$ cat config.mk
export PLATFORM = sky130hd
export DESIGN_NAME = bcr_regs
export DESIGN_NICKNAME = d
export VERILOG_FILES = /design/src/pkg/bcr_pkg.sv /design/src/logic/bcr_evt_flag.sv /design/src/logic/bcr_regs.sv
export SDC_FILE = /design/constraint.sdc
export NUM_CORES = 1
export LEC_CHECK = 0
export BUFFER_PORTS_ARGS = -buffer_cell sky130_fd_sc_hd__buf_4
export CAP_MARGIN = 20
export CORE_UTILIZATION = 45
export DETAILED_ROUTE_END_ITERATION = 10
export MAX_ROUTING_LAYER = met4
export PLACE_DENSITY = 0.72
export REMOVE_ABC_BUFFERS = 1
export SLEW_MARGIN = 20
export SYNTH_ARGS = -nofsm -noshare
export SYNTH_HDL_FRONTEND = slang
export SYNTH_SLANG_ARGS = --single-unit
$ cat constraint.sdc
create_clock -name aclk -period 2.2 [get_ports aclk]
set_input_delay 0.44 -clock aclk [delete_from_list [all_inputs] [get_ports aclk]]
set_output_delay 0.44 -clock aclk [all_outputs]
set_load 0.02 [all_outputs]
$ cat src/pkg/bcr_pkg.sv
package bcr_pkg;
	localparam int AXI_AW = 8;
	localparam int AXI_DW = 32;
	localparam int AXI_SW = 4;

	// Byte addresses of the mapped words
	localparam logic [AXI_AW-1:0] ADDR_STATUS = 8'h04;
	localparam logic [AXI_AW-1:0] ADDR_REVCLASS = 8'h08;
	localparam logic [AXI_AW-1:0] ADDR_CACHE = 8'h0C;
	localparam logic [AXI_AW-1:0] ADDR_BUSNUM = 8'h18;

	// Status word field positions
	localparam int ST_INT_PEND = 19;
	localparam int ST_CAP_LIST = 20;
	localparam int ST_66MHZ = 21;
	localparam int ST_RSVD22 = 22;
	localparam int ST_FB2B = 23;
	localparam int ST_MDPE = 24;
	localparam int ST_SEL_LO = 25;
	localparam int ST_SEL_HI = 26;
	localparam int ST_STA = 27;
	localparam int ST_RTA = 28;
	localparam int ST_RMA = 29;
	localparam int ST_SSE = 30;
	localparam int ST_DPE = 31;
	localparam int ST_RSVD_LO = 16;
	localparam int ST_RSVD_HI = 18;

	// Byte lanes
	localparam int LANE_B0 = 0;
	localparam int LANE_B1 = 1;
	localparam int LANE_B2 = 2;
	localparam int LANE_B3 = 3;

	// Fixed identification and layout values
	localparam logic [7:0] CLASS_PROG_IF = 8'h00;
	localparam logic [7:0] CLASS_SUB = 8'h04;
	localparam logic [7:0] CLASS_BASE = 8'h06;
	localparam logic [7:0] LAYOUT_TYPE_VAL = 8'h01;
	localparam logic [7:0] LAT_TIMER_VAL = 8'h00;
	localparam logic [7:0] UNUSED_BYTE = 8'h00;
	localparam logic [15:0] STATUS_LOW_HALF = 16'h0000;

	// Reset values
	localparam logic [7:0] CACHE_RST = 8'h00;
	localparam logic [7:0] BUSNUM_RST = 8'h00;

	localparam logic [1:0] RESP_OKAY = 2'h0;
	localparam logic [1:0] RESP_SLVERR = 2'h2;
	localparam logic [AXI_DW-1:0] DATA_ZERO = 32'h0000_0000;
endpackage

$ cat src/logic/bcr_evt_flag.sv
`timescale 1ns/100ps
module bcr_evt_flag (
	// Clock and reset
	input wire logic aclk,
	input wire logic aresetn,
	// Event and clear
	input wire logic set,
	input wire logic clr,
	// Flag
	output logic flag_q
);
	// Set wins over a same-cycle clear so no event is lost
	always_ff @(posedge aclk) begin
		if (!aresetn) begin
			flag_q <= 1'b0;
		end else if (set) begin
			flag_q <= 1'b1;
		end else if (clr) begin
			flag_q <= 1'b0;
		end
	end
endmodule

$ cat src/logic/bcr_regs.sv
// Contract
// - Interrupt-pending status bit always reads zero; forwarded interrupts never touch it.
// - Capability-list bit reads one from reset onward.
// - 66 MHz, fast back-to-back and select timing bits read zero, ignore writes.
// - Master data parity flag sets on parity error when enabled; write-one clears.
// - Signaled target abort sets on completer-abort completion sent; read-only.
// - Received target abort sets on completer-abort completion received; resets zero.
// - Received master abort sets on unsupported-request completion received; resets zero.
// - Signaled system error sets on error message when reporting enabled; write-one clears.
// - Detected parity error sets on poisoned packet, unconditionally; write-one clears.
// - Revision byte is fixed in hardware and ignores writes.
// - Class code reads interface 00h, sub-class 04h, base class 06h.
// - Cache line size is read/write, resets 00h, affects nothing.
// - Both latency timer bytes read 00h and ignore writes.
// - Layout type byte reads 01h.
// - Upstream bus number is read/write, resets 00h.
// - Downstream bus number is read/write, resets 00h.
// - Highest downstream bus number is read/write, resets 00h.
// - Parity response enable gates parity flag setting.
// - System error enable gates error reporting flag.
//
// The AXI4-Lite interface to the registers is this design's own decision.
`timescale 1ns/100ps
module bcr_regs #(
	// Arbitrary neutral value
	parameter logic [7:0] SILICON_REV = 8'h01
) (
	// Clock and reset
	input wire logic aclk,
	input wire logic aresetn,
	// AXI4-Lite write address
	input wire logic awvalid,
	output logic awready,
	input wire logic [bcr_pkg::AXI_AW-1:0] awaddr,
	input wire logic [2:0] awprot,
	// AXI4-Lite write data
	input wire logic wvalid,
	output logic wready,
	input wire logic [bcr_pkg::AXI_DW-1:0] wdata,
	input wire logic [bcr_pkg::AXI_SW-1:0] wstrb,
	// AXI4-Lite write response
	output logic bvalid,
	input wire logic bready,
	output logic [1:0] bresp,
	// AXI4-Lite read address
	input wire logic arvalid,
	output logic arready,
	input wire logic [bcr_pkg::AXI_AW-1:0] araddr,
	input wire logic [2:0] arprot,
	// AXI4-Lite read data
	output logic rvalid,
	input wire logic rready,
	output logic [bcr_pkg::AXI_DW-1:0] rdata,
	output logic [1:0] rresp,
	// Command enables
	input wire logic cmd_parity_resp_en,
	input wire logic cmd_serr_en,
	// Port events, one-cycle pulses
	input wire logic evt_parity_err,
	input wire logic evt_poisoned_rx,
	input wire logic evt_ca_cpl_sent,
	input wire logic evt_ca_cpl_rcvd,
	input wire logic evt_ur_cpl_rcvd,
	input wire logic evt_err_msg_sent,
	// Bus numbers for routing
	output logic [7:0] upstream_bus_number,
	output logic [7:0] downstream_bus_number,
	output logic [7:0] highest_downstream_bus
);
	import bcr_pkg::*;

	logic awready_q;
	logic wready_q;
	logic bvalid_q;
	logic [1:0] bresp_q;
	logic arready_q;
	logic rvalid_q;
	logic [AXI_DW-1:0] rdata_q;
	logic [1:0] rresp_q;
	logic aw_hold_q;
	logic aw_hold_d;
	logic [AXI_AW-1:0] aw_addr_q;
	logic w_hold_q;
	logic w_hold_d;
	logic [AXI_DW-1:0] w_data_q;
	logic [AXI_SW-1:0] w_strb_q;
	logic [AXI_AW-1:0] rd_addr_q;
	logic [7:0] cache_line_size_q;
	logic [7:0] up_bus_q;
	logic [7:0] down_bus_q;
	logic [7:0] high_bus_q;
	logic wr_fire;
	logic ar_fire;
	logic [AXI_AW-1:0] wr_word;
	logic [AXI_AW-1:0] rd_word;
	logic wr_mapped;
	logic st_clr_en;
	logic mdpe_q;
	logic sta_q;
	logic rta_q;
	logic rma_q;
	logic sse_q;
	logic dpe_q;
	logic [AXI_DW-1:0] rd_mux;
	logic rd_mapped;

	assign awready = awready_q;
	assign wready = wready_q;
	assign bvalid = bvalid_q;
	assign bresp = bresp_q;
	assign arready = arready_q;
	assign rvalid = rvalid_q;
	assign rdata = rdata_q;
	assign rresp = rresp_q;
	assign upstream_bus_number = up_bus_q;
	assign downstream_bus_number = down_bus_q;
	assign highest_downstream_bus = high_bus_q;

	// Write path: address and data are caught in either order
	assign wr_fire = aw_hold_q && w_hold_q && !bvalid_q;
	assign aw_hold_d = (aw_hold_q && !wr_fire) || (awvalid && awready_q);
	assign w_hold_d = (w_hold_q && !wr_fire) || (wvalid && wready_q);
	assign wr_word = {aw_addr_q[AXI_AW-1:2], 2'b00};
	assign wr_mapped = (wr_word == ADDR_STATUS) || (wr_word == ADDR_REVCLASS) ||
		(wr_word == ADDR_CACHE) || (wr_word == ADDR_BUSNUM);

	always_ff @(posedge aclk) begin
		if (!aresetn) begin
			aw_hold_q <= 1'b0;
			w_hold_q <= 1'b0;
			awready_q <= 1'b1;
			wready_q <= 1'b1;
			aw_addr_q <= '0;
			w_data_q <= '0;
			w_strb_q <= '0;
		end else begin
			aw_hold_q <= aw_hold_d;
			w_hold_q <= w_hold_d;
			awready_q <= !aw_hold_d;
			wready_q <= !w_hold_d;
			if (awvalid && awready_q) begin
				aw_addr_q <= awaddr;
			end
			if (wvalid && wready_q) begin
				w_data_q <= wdata;
				w_strb_q <= wstrb;
			end
		end
	end

	always_ff @(posedge aclk) begin
		if (!aresetn) begin
			bvalid_q <= 1'b0;
			bresp_q <= RESP_OKAY;
		end else if (wr_fire) begin
			bvalid_q <= 1'b1;
			bresp_q <= wr_mapped ? RESP_OKAY : RESP_SLVERR;
		end else if (bvalid_q && bready) begin
			bvalid_q <= 1'b0;
		end
	end

	// Writable fields; read-only bytes of the same words simply drop the write
	always_ff @(posedge aclk) begin
		if (!aresetn) begin
			cache_line_size_q <= CACHE_RST;
		end else if (wr_fire && wr_word == ADDR_CACHE && w_strb_q[LANE_B0]) begin
			// Stored for software only, nothing else reads it
			cache_line_size_q <= w_data_q[7:0];
		end
	end

	always_ff @(posedge aclk) begin
		if (!aresetn) begin
			up_bus_q <= BUSNUM_RST;
			down_bus_q <= BUSNUM_RST;
			high_bus_q <= BUSNUM_RST;
		end else if (wr_fire && wr_word == ADDR_BUSNUM) begin
			if (w_strb_q[LANE_B0]) begin
				up_bus_q <= w_data_q[7:0];
			end
			if (w_strb_q[LANE_B1]) begin
				down_bus_q <= w_data_q[15:8];
			end
			if (w_strb_q[LANE_B2]) begin
				high_bus_q <= w_data_q[23:16];
			end
		end
	end

	// Status flags; clearable ones only through byte lane 3
	assign st_clr_en = wr_fire && wr_word == ADDR_STATUS && w_strb_q[LANE_B3];

	bcr_evt_flag u_mdpe (
		.aclk(aclk),
		.aresetn(aresetn),
		.set(evt_parity_err && cmd_parity_resp_en),
		.clr(st_clr_en && w_data_q[ST_MDPE]),
		.flag_q(mdpe_q)
	);

	bcr_evt_flag u_sse (
		.aclk(aclk),
		.aresetn(aresetn),
		.set(evt_err_msg_sent && cmd_serr_en),
		.clr(st_clr_en && w_data_q[ST_SSE]),
		.flag_q(sse_q)
	);

	bcr_evt_flag u_dpe (
		.aclk(aclk),
		.aresetn(aresetn),
		.set(evt_poisoned_rx),
		.clr(st_clr_en && w_data_q[ST_DPE]),
		.flag_q(dpe_q)
	);

	// Read-only abort flags: only reset clears them
	bcr_evt_flag u_sta (
		.aclk(aclk),
		.aresetn(aresetn),
		.set(evt_ca_cpl_sent),
		.clr(1'b0),
		.flag_q(sta_q)
	);

	bcr_evt_flag u_rta (
		.aclk(aclk),
		.aresetn(aresetn),
		.set(evt_ca_cpl_rcvd),
		.clr(1'b0),
		.flag_q(rta_q)
	);

	bcr_evt_flag u_rma (
		.aclk(aclk),
		.aresetn(aresetn),
		.set(evt_ur_cpl_rcvd),
		.clr(1'b0),
		.flag_q(rma_q)
	);

	// Read path
	assign rd_word = {araddr[AXI_AW-1:2], 2'b00};
	assign ar_fire = arvalid && arready_q;

	always_comb begin
		rd_mux = DATA_ZERO;
		rd_mapped = 1'b1;
		case (rd_word)
			ADDR_STATUS: begin
				rd_mux[15:0] = STATUS_LOW_HALF;
				rd_mux[ST_CAP_LIST] = 1'b1;
				rd_mux[ST_INT_PEND] = 1'b0;
				rd_mux[ST_66MHZ] = 1'b0;
				rd_mux[ST_FB2B] = 1'b0;
				rd_mux[ST_SEL_HI:ST_SEL_LO] = 2'b00;
				rd_mux[ST_RSVD_HI:ST_RSVD_LO] = 3'b000;
				rd_mux[ST_RSVD22] = 1'b0;
				rd_mux[ST_MDPE] = mdpe_q;
				rd_mux[ST_STA] = sta_q;
				rd_mux[ST_RTA] = rta_q;
				rd_mux[ST_RMA] = rma_q;
				rd_mux[ST_SSE] = sse_q;
				rd_mux[ST_DPE] = dpe_q;
			end
			ADDR_REVCLASS: begin
				rd_mux = {CLASS_BASE, CLASS_SUB, CLASS_PROG_IF, SILICON_REV};
			end
			ADDR_CACHE: begin
				rd_mux = {UNUSED_BYTE, LAYOUT_TYPE_VAL, LAT_TIMER_VAL, cache_line_size_q};
			end
			ADDR_BUSNUM: begin
				rd_mux = {LAT_TIMER_VAL, high_bus_q, down_bus_q, up_bus_q};
			end
			default: begin
				rd_mapped = 1'b0;
			end
		endcase
	end

	// One read in flight; arready drops while the answer waits for rready
	always_ff @(posedge aclk) begin
		if (!aresetn) begin
			arready_q <= 1'b1;
			rvalid_q <= 1'b0;
			rdata_q <= DATA_ZERO;
			rresp_q <= RESP_OKAY;
			rd_addr_q <= '0;
		end else if (ar_fire) begin
			arready_q <= 1'b0;
			rvalid_q <= 1'b1;
			rdata_q <= rd_mux;
			rresp_q <= rd_mapped ? RESP_OKAY : RESP_SLVERR;
			rd_addr_q <= rd_word;
		end else if (rvalid_q && rready) begin
			arready_q <= 1'b1;
			rvalid_q <= 1'b0;
		end
	end
endmodule

# ---- After elaboration in Yosys (flattened, before gate mapping)
# Index checks and enable logic that the tools add are counted.
# Widths: inputs -> output; s select.
dict set report totals {
  register_bits 125
  in_bits 73
}
dict set report classes {
  eq_ne 8
  muxes 16
  n_reduce_logical 37
}
# operator count
set op_table {}
lappend op_table {{$pmux 32 s4} 1}
lappend op_table {{$eq 6x2->1 const B} 4}
lappend op_table {{$logic_and 1x1->1} 19}
lappend op_table {{$mux 1} 13}
lappend op_table {{$eq 6x1->1 const B} 2}
lappend op_table {{$eq 6x3->1 const B} 2}
lappend op_table {{$reduce_bool 2->1} 5}
lappend op_table {{$reduce_and 2->1} 3}
lappend op_table {{$logic_or 1x1->1} 5}
lappend op_table {{$logic_not 1->1} 4}
lappend op_table {{$mux 2} 2}
lappend op_table {{$reduce_or 4->1} 1}

# ---- Longest topological paths before layout
dict set report logic_depth {
  depth_word 7
  depth_mapped 6
  mapped_depth_nobuf 4
}

# ---- Cells and area by module
# From an unflattened synthesis, not the netlist that was laid out.
dict set report hier_totals {
  hier_cells 500
  area_unflattened_um2 4500.6
}
# module n_inst area_per_inst_um2 seq_area_each_um2 cells_per_inst
set by_module_without_submodules {}
lappend by_module_without_submodules {bcr_regs 1 4252.8 2182.1 482}
lappend by_module_without_submodules {bcr_evt_flag 6 41.3 20.0 3}

# ---- Least setup slack after synthesis
# Ideal clock, no wire load.
dict set report synth_timing {
  kind {register to register}
  from {register bvalid_q (netlist: bvalid)}
  to {register high_bus_q[7] (netlist: highest_downstream_bus[7])}
  t_arrival_ns 1.869
  n_path_buf 2
  setup_time_ns 0.119
  setup_slack_ns 0.212
  stages_incl_launch_ff 7
  cell_sequence {dfxtp_1 > nand3b_4 > or4_1 > buf_2 > or4b_1 > buf_6 > mux2i_1}
}
dict set report synth_via {
  elab_chain_len 4
}
# item line
set synth_lines {}
lappend synth_lines {{from (decl)} bcr_regs.sv:74} ;# logic bvalid_q;
lappend synth_lines {{from (signal assigned)} bcr_regs.sv:153} ;# bvalid_q <= 1'b0;
lappend synth_lines {{from (signal assigned)} bcr_regs.sv:156} ;# bvalid_q <= 1'b1;
lappend synth_lines {{from (signal assigned)} bcr_regs.sv:159} ;# bvalid_q <= 1'b0;
lappend synth_lines {{$logic_not 1->1} bcr_regs.sv:120} ;# assign wr_fire = aw_hold_q && w_hold_q && !bvalid_q;
lappend synth_lines {{$logic_and 1x1->1} bcr_regs.sv:120}
lappend synth_lines {{$logic_and 1x1->1} bcr_regs.sv:178} ;# end else if (wr_fire && wr_word == ADDR_BUSNUM) begin
lappend synth_lines {{$reduce_and 2->1 (no source line)} --}
lappend synth_lines {{to (signal assigned)} bcr_regs.sv:186} ;# high_bus_q <= w_data_q[23:16];
lappend synth_lines {{to (decl)} bcr_regs.sv:91} ;# logic [7:0] high_bus_q;
# No other way between the ends.
# A chain may end at the register's enable or synchronous reset.

# ---- Final worst setup path
dict set report layout_timing {
  from {register bvalid_q (netlist: bvalid)}
  to {register high_bus_q[4] (netlist: highest_downstream_bus[4])}
}
# The elaborated chain is that of the path after synthesis.

==> results.yml <==
logic_synthesis:
  synth_top_area_share: 0.516
  synthArstFlopShare: 0
  ys.flop_type: "dfxtp_1"
  ys_seq_area_frac: 0.516
  synth_area_leader_cell: "dfxtp_1"
  synth_top_family_by_area: "simple AND/OR/NAND/NOR gates"
  synth-edff-count: 0
  ys_seq_elements: 115
  synth_compound_area_frac: 0.155
  synth-xor-area-share: 0
  synthAdderAreaFrac: 0
  synthSimpleGateAreaFrac: 0.215
  syn_inst: 509
  yosysWarnings: 0
  avgSynthCellArea_um2: 8.77
  synth_area_um2: 4470
  ys_types: 34
  synthMuxAreaShare: 0.0717
  yosys-top-cells-area: "dfxtp_1 (52%), nand2_1 (14%), a21boi_0 (7.9%), mux2i_1 (7.2%), nand3_1 (2.5%)"
power:
  ir_worst_vdd_mv: 0.507
  p_leak_nw: 2.55
  sw_frac_of_total: 0.215
  pwr-share-seq: 0.415
  power_mw: 5.27
  power.share.clock: 0.519
  pwr-share-comb: 0.067
  switchingPower_mw: 1.13
  p_int_mw: 4.14
  power.density_nw_per_um2: 859
timing:
  hold_ws_ns: 0.135
  hold_viol_final: 0
  finalSetupViolations: 0
  finalCritPeriodShare: 0.869
  worstMarginPinSlew_ns: 0.585
  period_needed_ns: 1.91
  fmax_mhz: 523
  rsz0062_at_grt: "no"
  worst_clock_skew_ns: 0.00707
  slew_headroom: 0.609
  tns_ns: 0
  maxSlewViolCount: 0
setup_path:
  r2r_start: "bvalid"
  cpMaxStageDelayCell: "or4b_1"
  rr_endpoint: "highest_downstream_bus[4]"
  crit_start: "bvalid"
  cp_max_fo: 8
  reg2reg_slack_ns: 0.29
  worstPathArrival_ns: 2.33
  cpPeakStageDelay_ns: 0.51
  r2r_cells: 5
  start_kind: "flip-flop"
  cp-endpoint: "highest_downstream_bus[4]"
  critical_path.cell_chain: "nand3b_4, or4_1, or4b_1, buf_4, mux2i_1"
  crit_type: "reg2reg"
  endpoint_kind: "flip-flop"
  required_ns: 2.62
grt:
  grt_pass1_wl_um: 16300
  grt_use_met1: 0.235
  met2_usage: 0.370
  grt_max_degree: 51
  grtUsageMet3: 0.0538
  antenna_found_initial: 0
  grt_pass1_vias: 3578
  grt_overflow: 0
  grt_use_total: 0.213
  top_usage_layer: "met2"
clocking:
  cts_max_path_buffers: 2
  root_buffer: "clkbuf_8"
  clk_latency_ns: 0.50
  clk_pin_slew_worst_paths_ns: 0.05
  htreeDepth: 4
  cts_setup_buffers: 0
  cts.sinks: 115
  cts_made_buffers: 17
  cts_resized: 0
  hold_buffers: 0
  cts_tree: "yes"
cells_and_area:
  drive_gt1_frac: 0.270
  area_growth_pct: 37.5
  final_cells: 770
  diodes: 0
  nets: 702
  nFillCells: 794
  post-route-util: 0.652
drt:
  ant_nets: 0
  dr.pass1.iters: 4
  drtIter0Drc: 102
  via_per_inst: 4.94
  num_vias: 3805
  route.detailed.wl_per_inst_um: 13.6
  detail_route.wirelength_um: 10500
  drcViolationCount: 0
run_status:
  outcome: "completed"
place:
  gp_congestion: 0.736
  portBuffers: 120
  dp_hpwl_um: 7360
  dp_cells: 739
die:
  die_h_um: 102
  placementRows: 35
  start_util: 0.474
  die-area_um2: 10300
  ios: 138
  die_w_um: 102
  coreArea_um2: 9420
run:
  cap_violations: 0
worst_hold_path:
  hp-start: "evt_ca_cpl_sent"
  hp-class: "in2reg"
## cells by family after synthesis
kind of cell | after synthesis
AND/OR/NAND/NOR | 221
multiplexers | 32
flip-flops | 115
buffers and inverters | 44
AO/OA/AOI/OAI | 96
other | 1
## cells in the mapped netlist (all sizes together) (6+ instances only)
| master | n |
|---|---|
| and2 | 7 |
| buf | 10 |
| nand2b | 7 |
| a22o | 7 |
| nand2 | 170 |
| nand3 | 22 |
| dfxtp | 115 |
| clkbuf | 28 |
| o31ai | 14 |
| o21ai | 14 |
| mux2i | 32 |
| inv | 6 |
| a21boi | 47 |
## sequential cells by signal, indices dropped and copies added (netlist names)
register and cells:
awready 1, u_mdpe.flag_q 1, w_strb_q 4, w_data_q 27
bresp 1, u_dpe.flag_q 1, w_hold_q 1, rresp 1
aw_addr_q 6, rvalid 1, u_sse.flag_q 1, rdata 31
bvalid 1, upstream_bus_number 8, u_rma.flag_q 1, downstream_bus_number 8
cache_line_size_q 8, highest_downstream_bus 8, aw_hold_q 1, u_rta.flag_q 1
u_sta.flag_q 1, wready 1, arready 1
## worst min path at each step
stage / endpoint / slack (ns) / cells past startpoint
2_1_floorplan: u_mdpe.flag_q / 0.41 / 1
3_5_place_dp: u_sse.flag_q / 0.43 / 1
5_1_grt: u_sta.flag_q / 0.11 / 2
4_1_cts: u_sta.flag_q / 0.12 / 2
6_report: u_sta.flag_q / 0.13 / 2
3_3_place_gp: u_mdpe.flag_q / 0.42 / 1
## critical path, delay by kind of cell, from the launching register on
kind                   cells  cell delay (ns)
buffers and inverters      1             0.20
and+or+nand+nor            3             1.11
DFF                        1             0.34
muxes                      1             0.18
## placed cells by master, fill, tap and decap left out, drive strengths merged, types with 4 or more instances in the layout
cell type / count
and2: 7
a22o: 7
inv: 6
nor2b: 4
nand2: 170
nand2b: 7
mux2i: 32
o31ai: 14
nand3: 22
dfxtp: 115
a21boi: 47
clkbuf: 22
o21ai: 14
buf: 138
## stage by stage
| step | setup slack, ns | cell area, µm² |
|---|---|---|
| 3_5_place_dp | 0.290 | 5540 |
| 4_1_cts | 0.277 | 6140 |
| 6_report | 0.288 | 6140 |
| 2_1_floorplan | -0.556 | 4300 |
| 5_1_grt | 0.197 | 6140 |
| 3_3_place_gp | 0.313 | 5540 |
## per-layer routing
layer / part of all wire / wire (µm)
met5: 0 / 0
met4: 0.012 / 129
met3: 0.034 / 357
met2: 0.52 / 5440
met1: 0.44 / 4580
## power by group through the flow
stage                     sequential (mW)  combinational, mW  clock [mW]
after floorplan                      2.23              0.141           0
after global placement               2.23              0.345           0
after detailed placement             2.23              0.353           0
after CTS                            2.19              0.354        2.77
after global routing                 2.20              0.388        2.87
final                                2.19              0.351        2.73
## layout make-up
type / instances / area, µm² / share of cell area
clock inverter: 9 / 128 / 0.0208
multi-input combinational: 351 / 1990 / 0.324
tap: 129 / 161 / 0.0263
timing repair buffer: 138 / 1060 / 0.173
sequential: 115 / 2300 / 0.375
clock buffer: 22 / 473 / 0.0770
inverter: 6 / 22.5 / 0.00367
No activity file was read; power rests on OpenSTA's default activity.
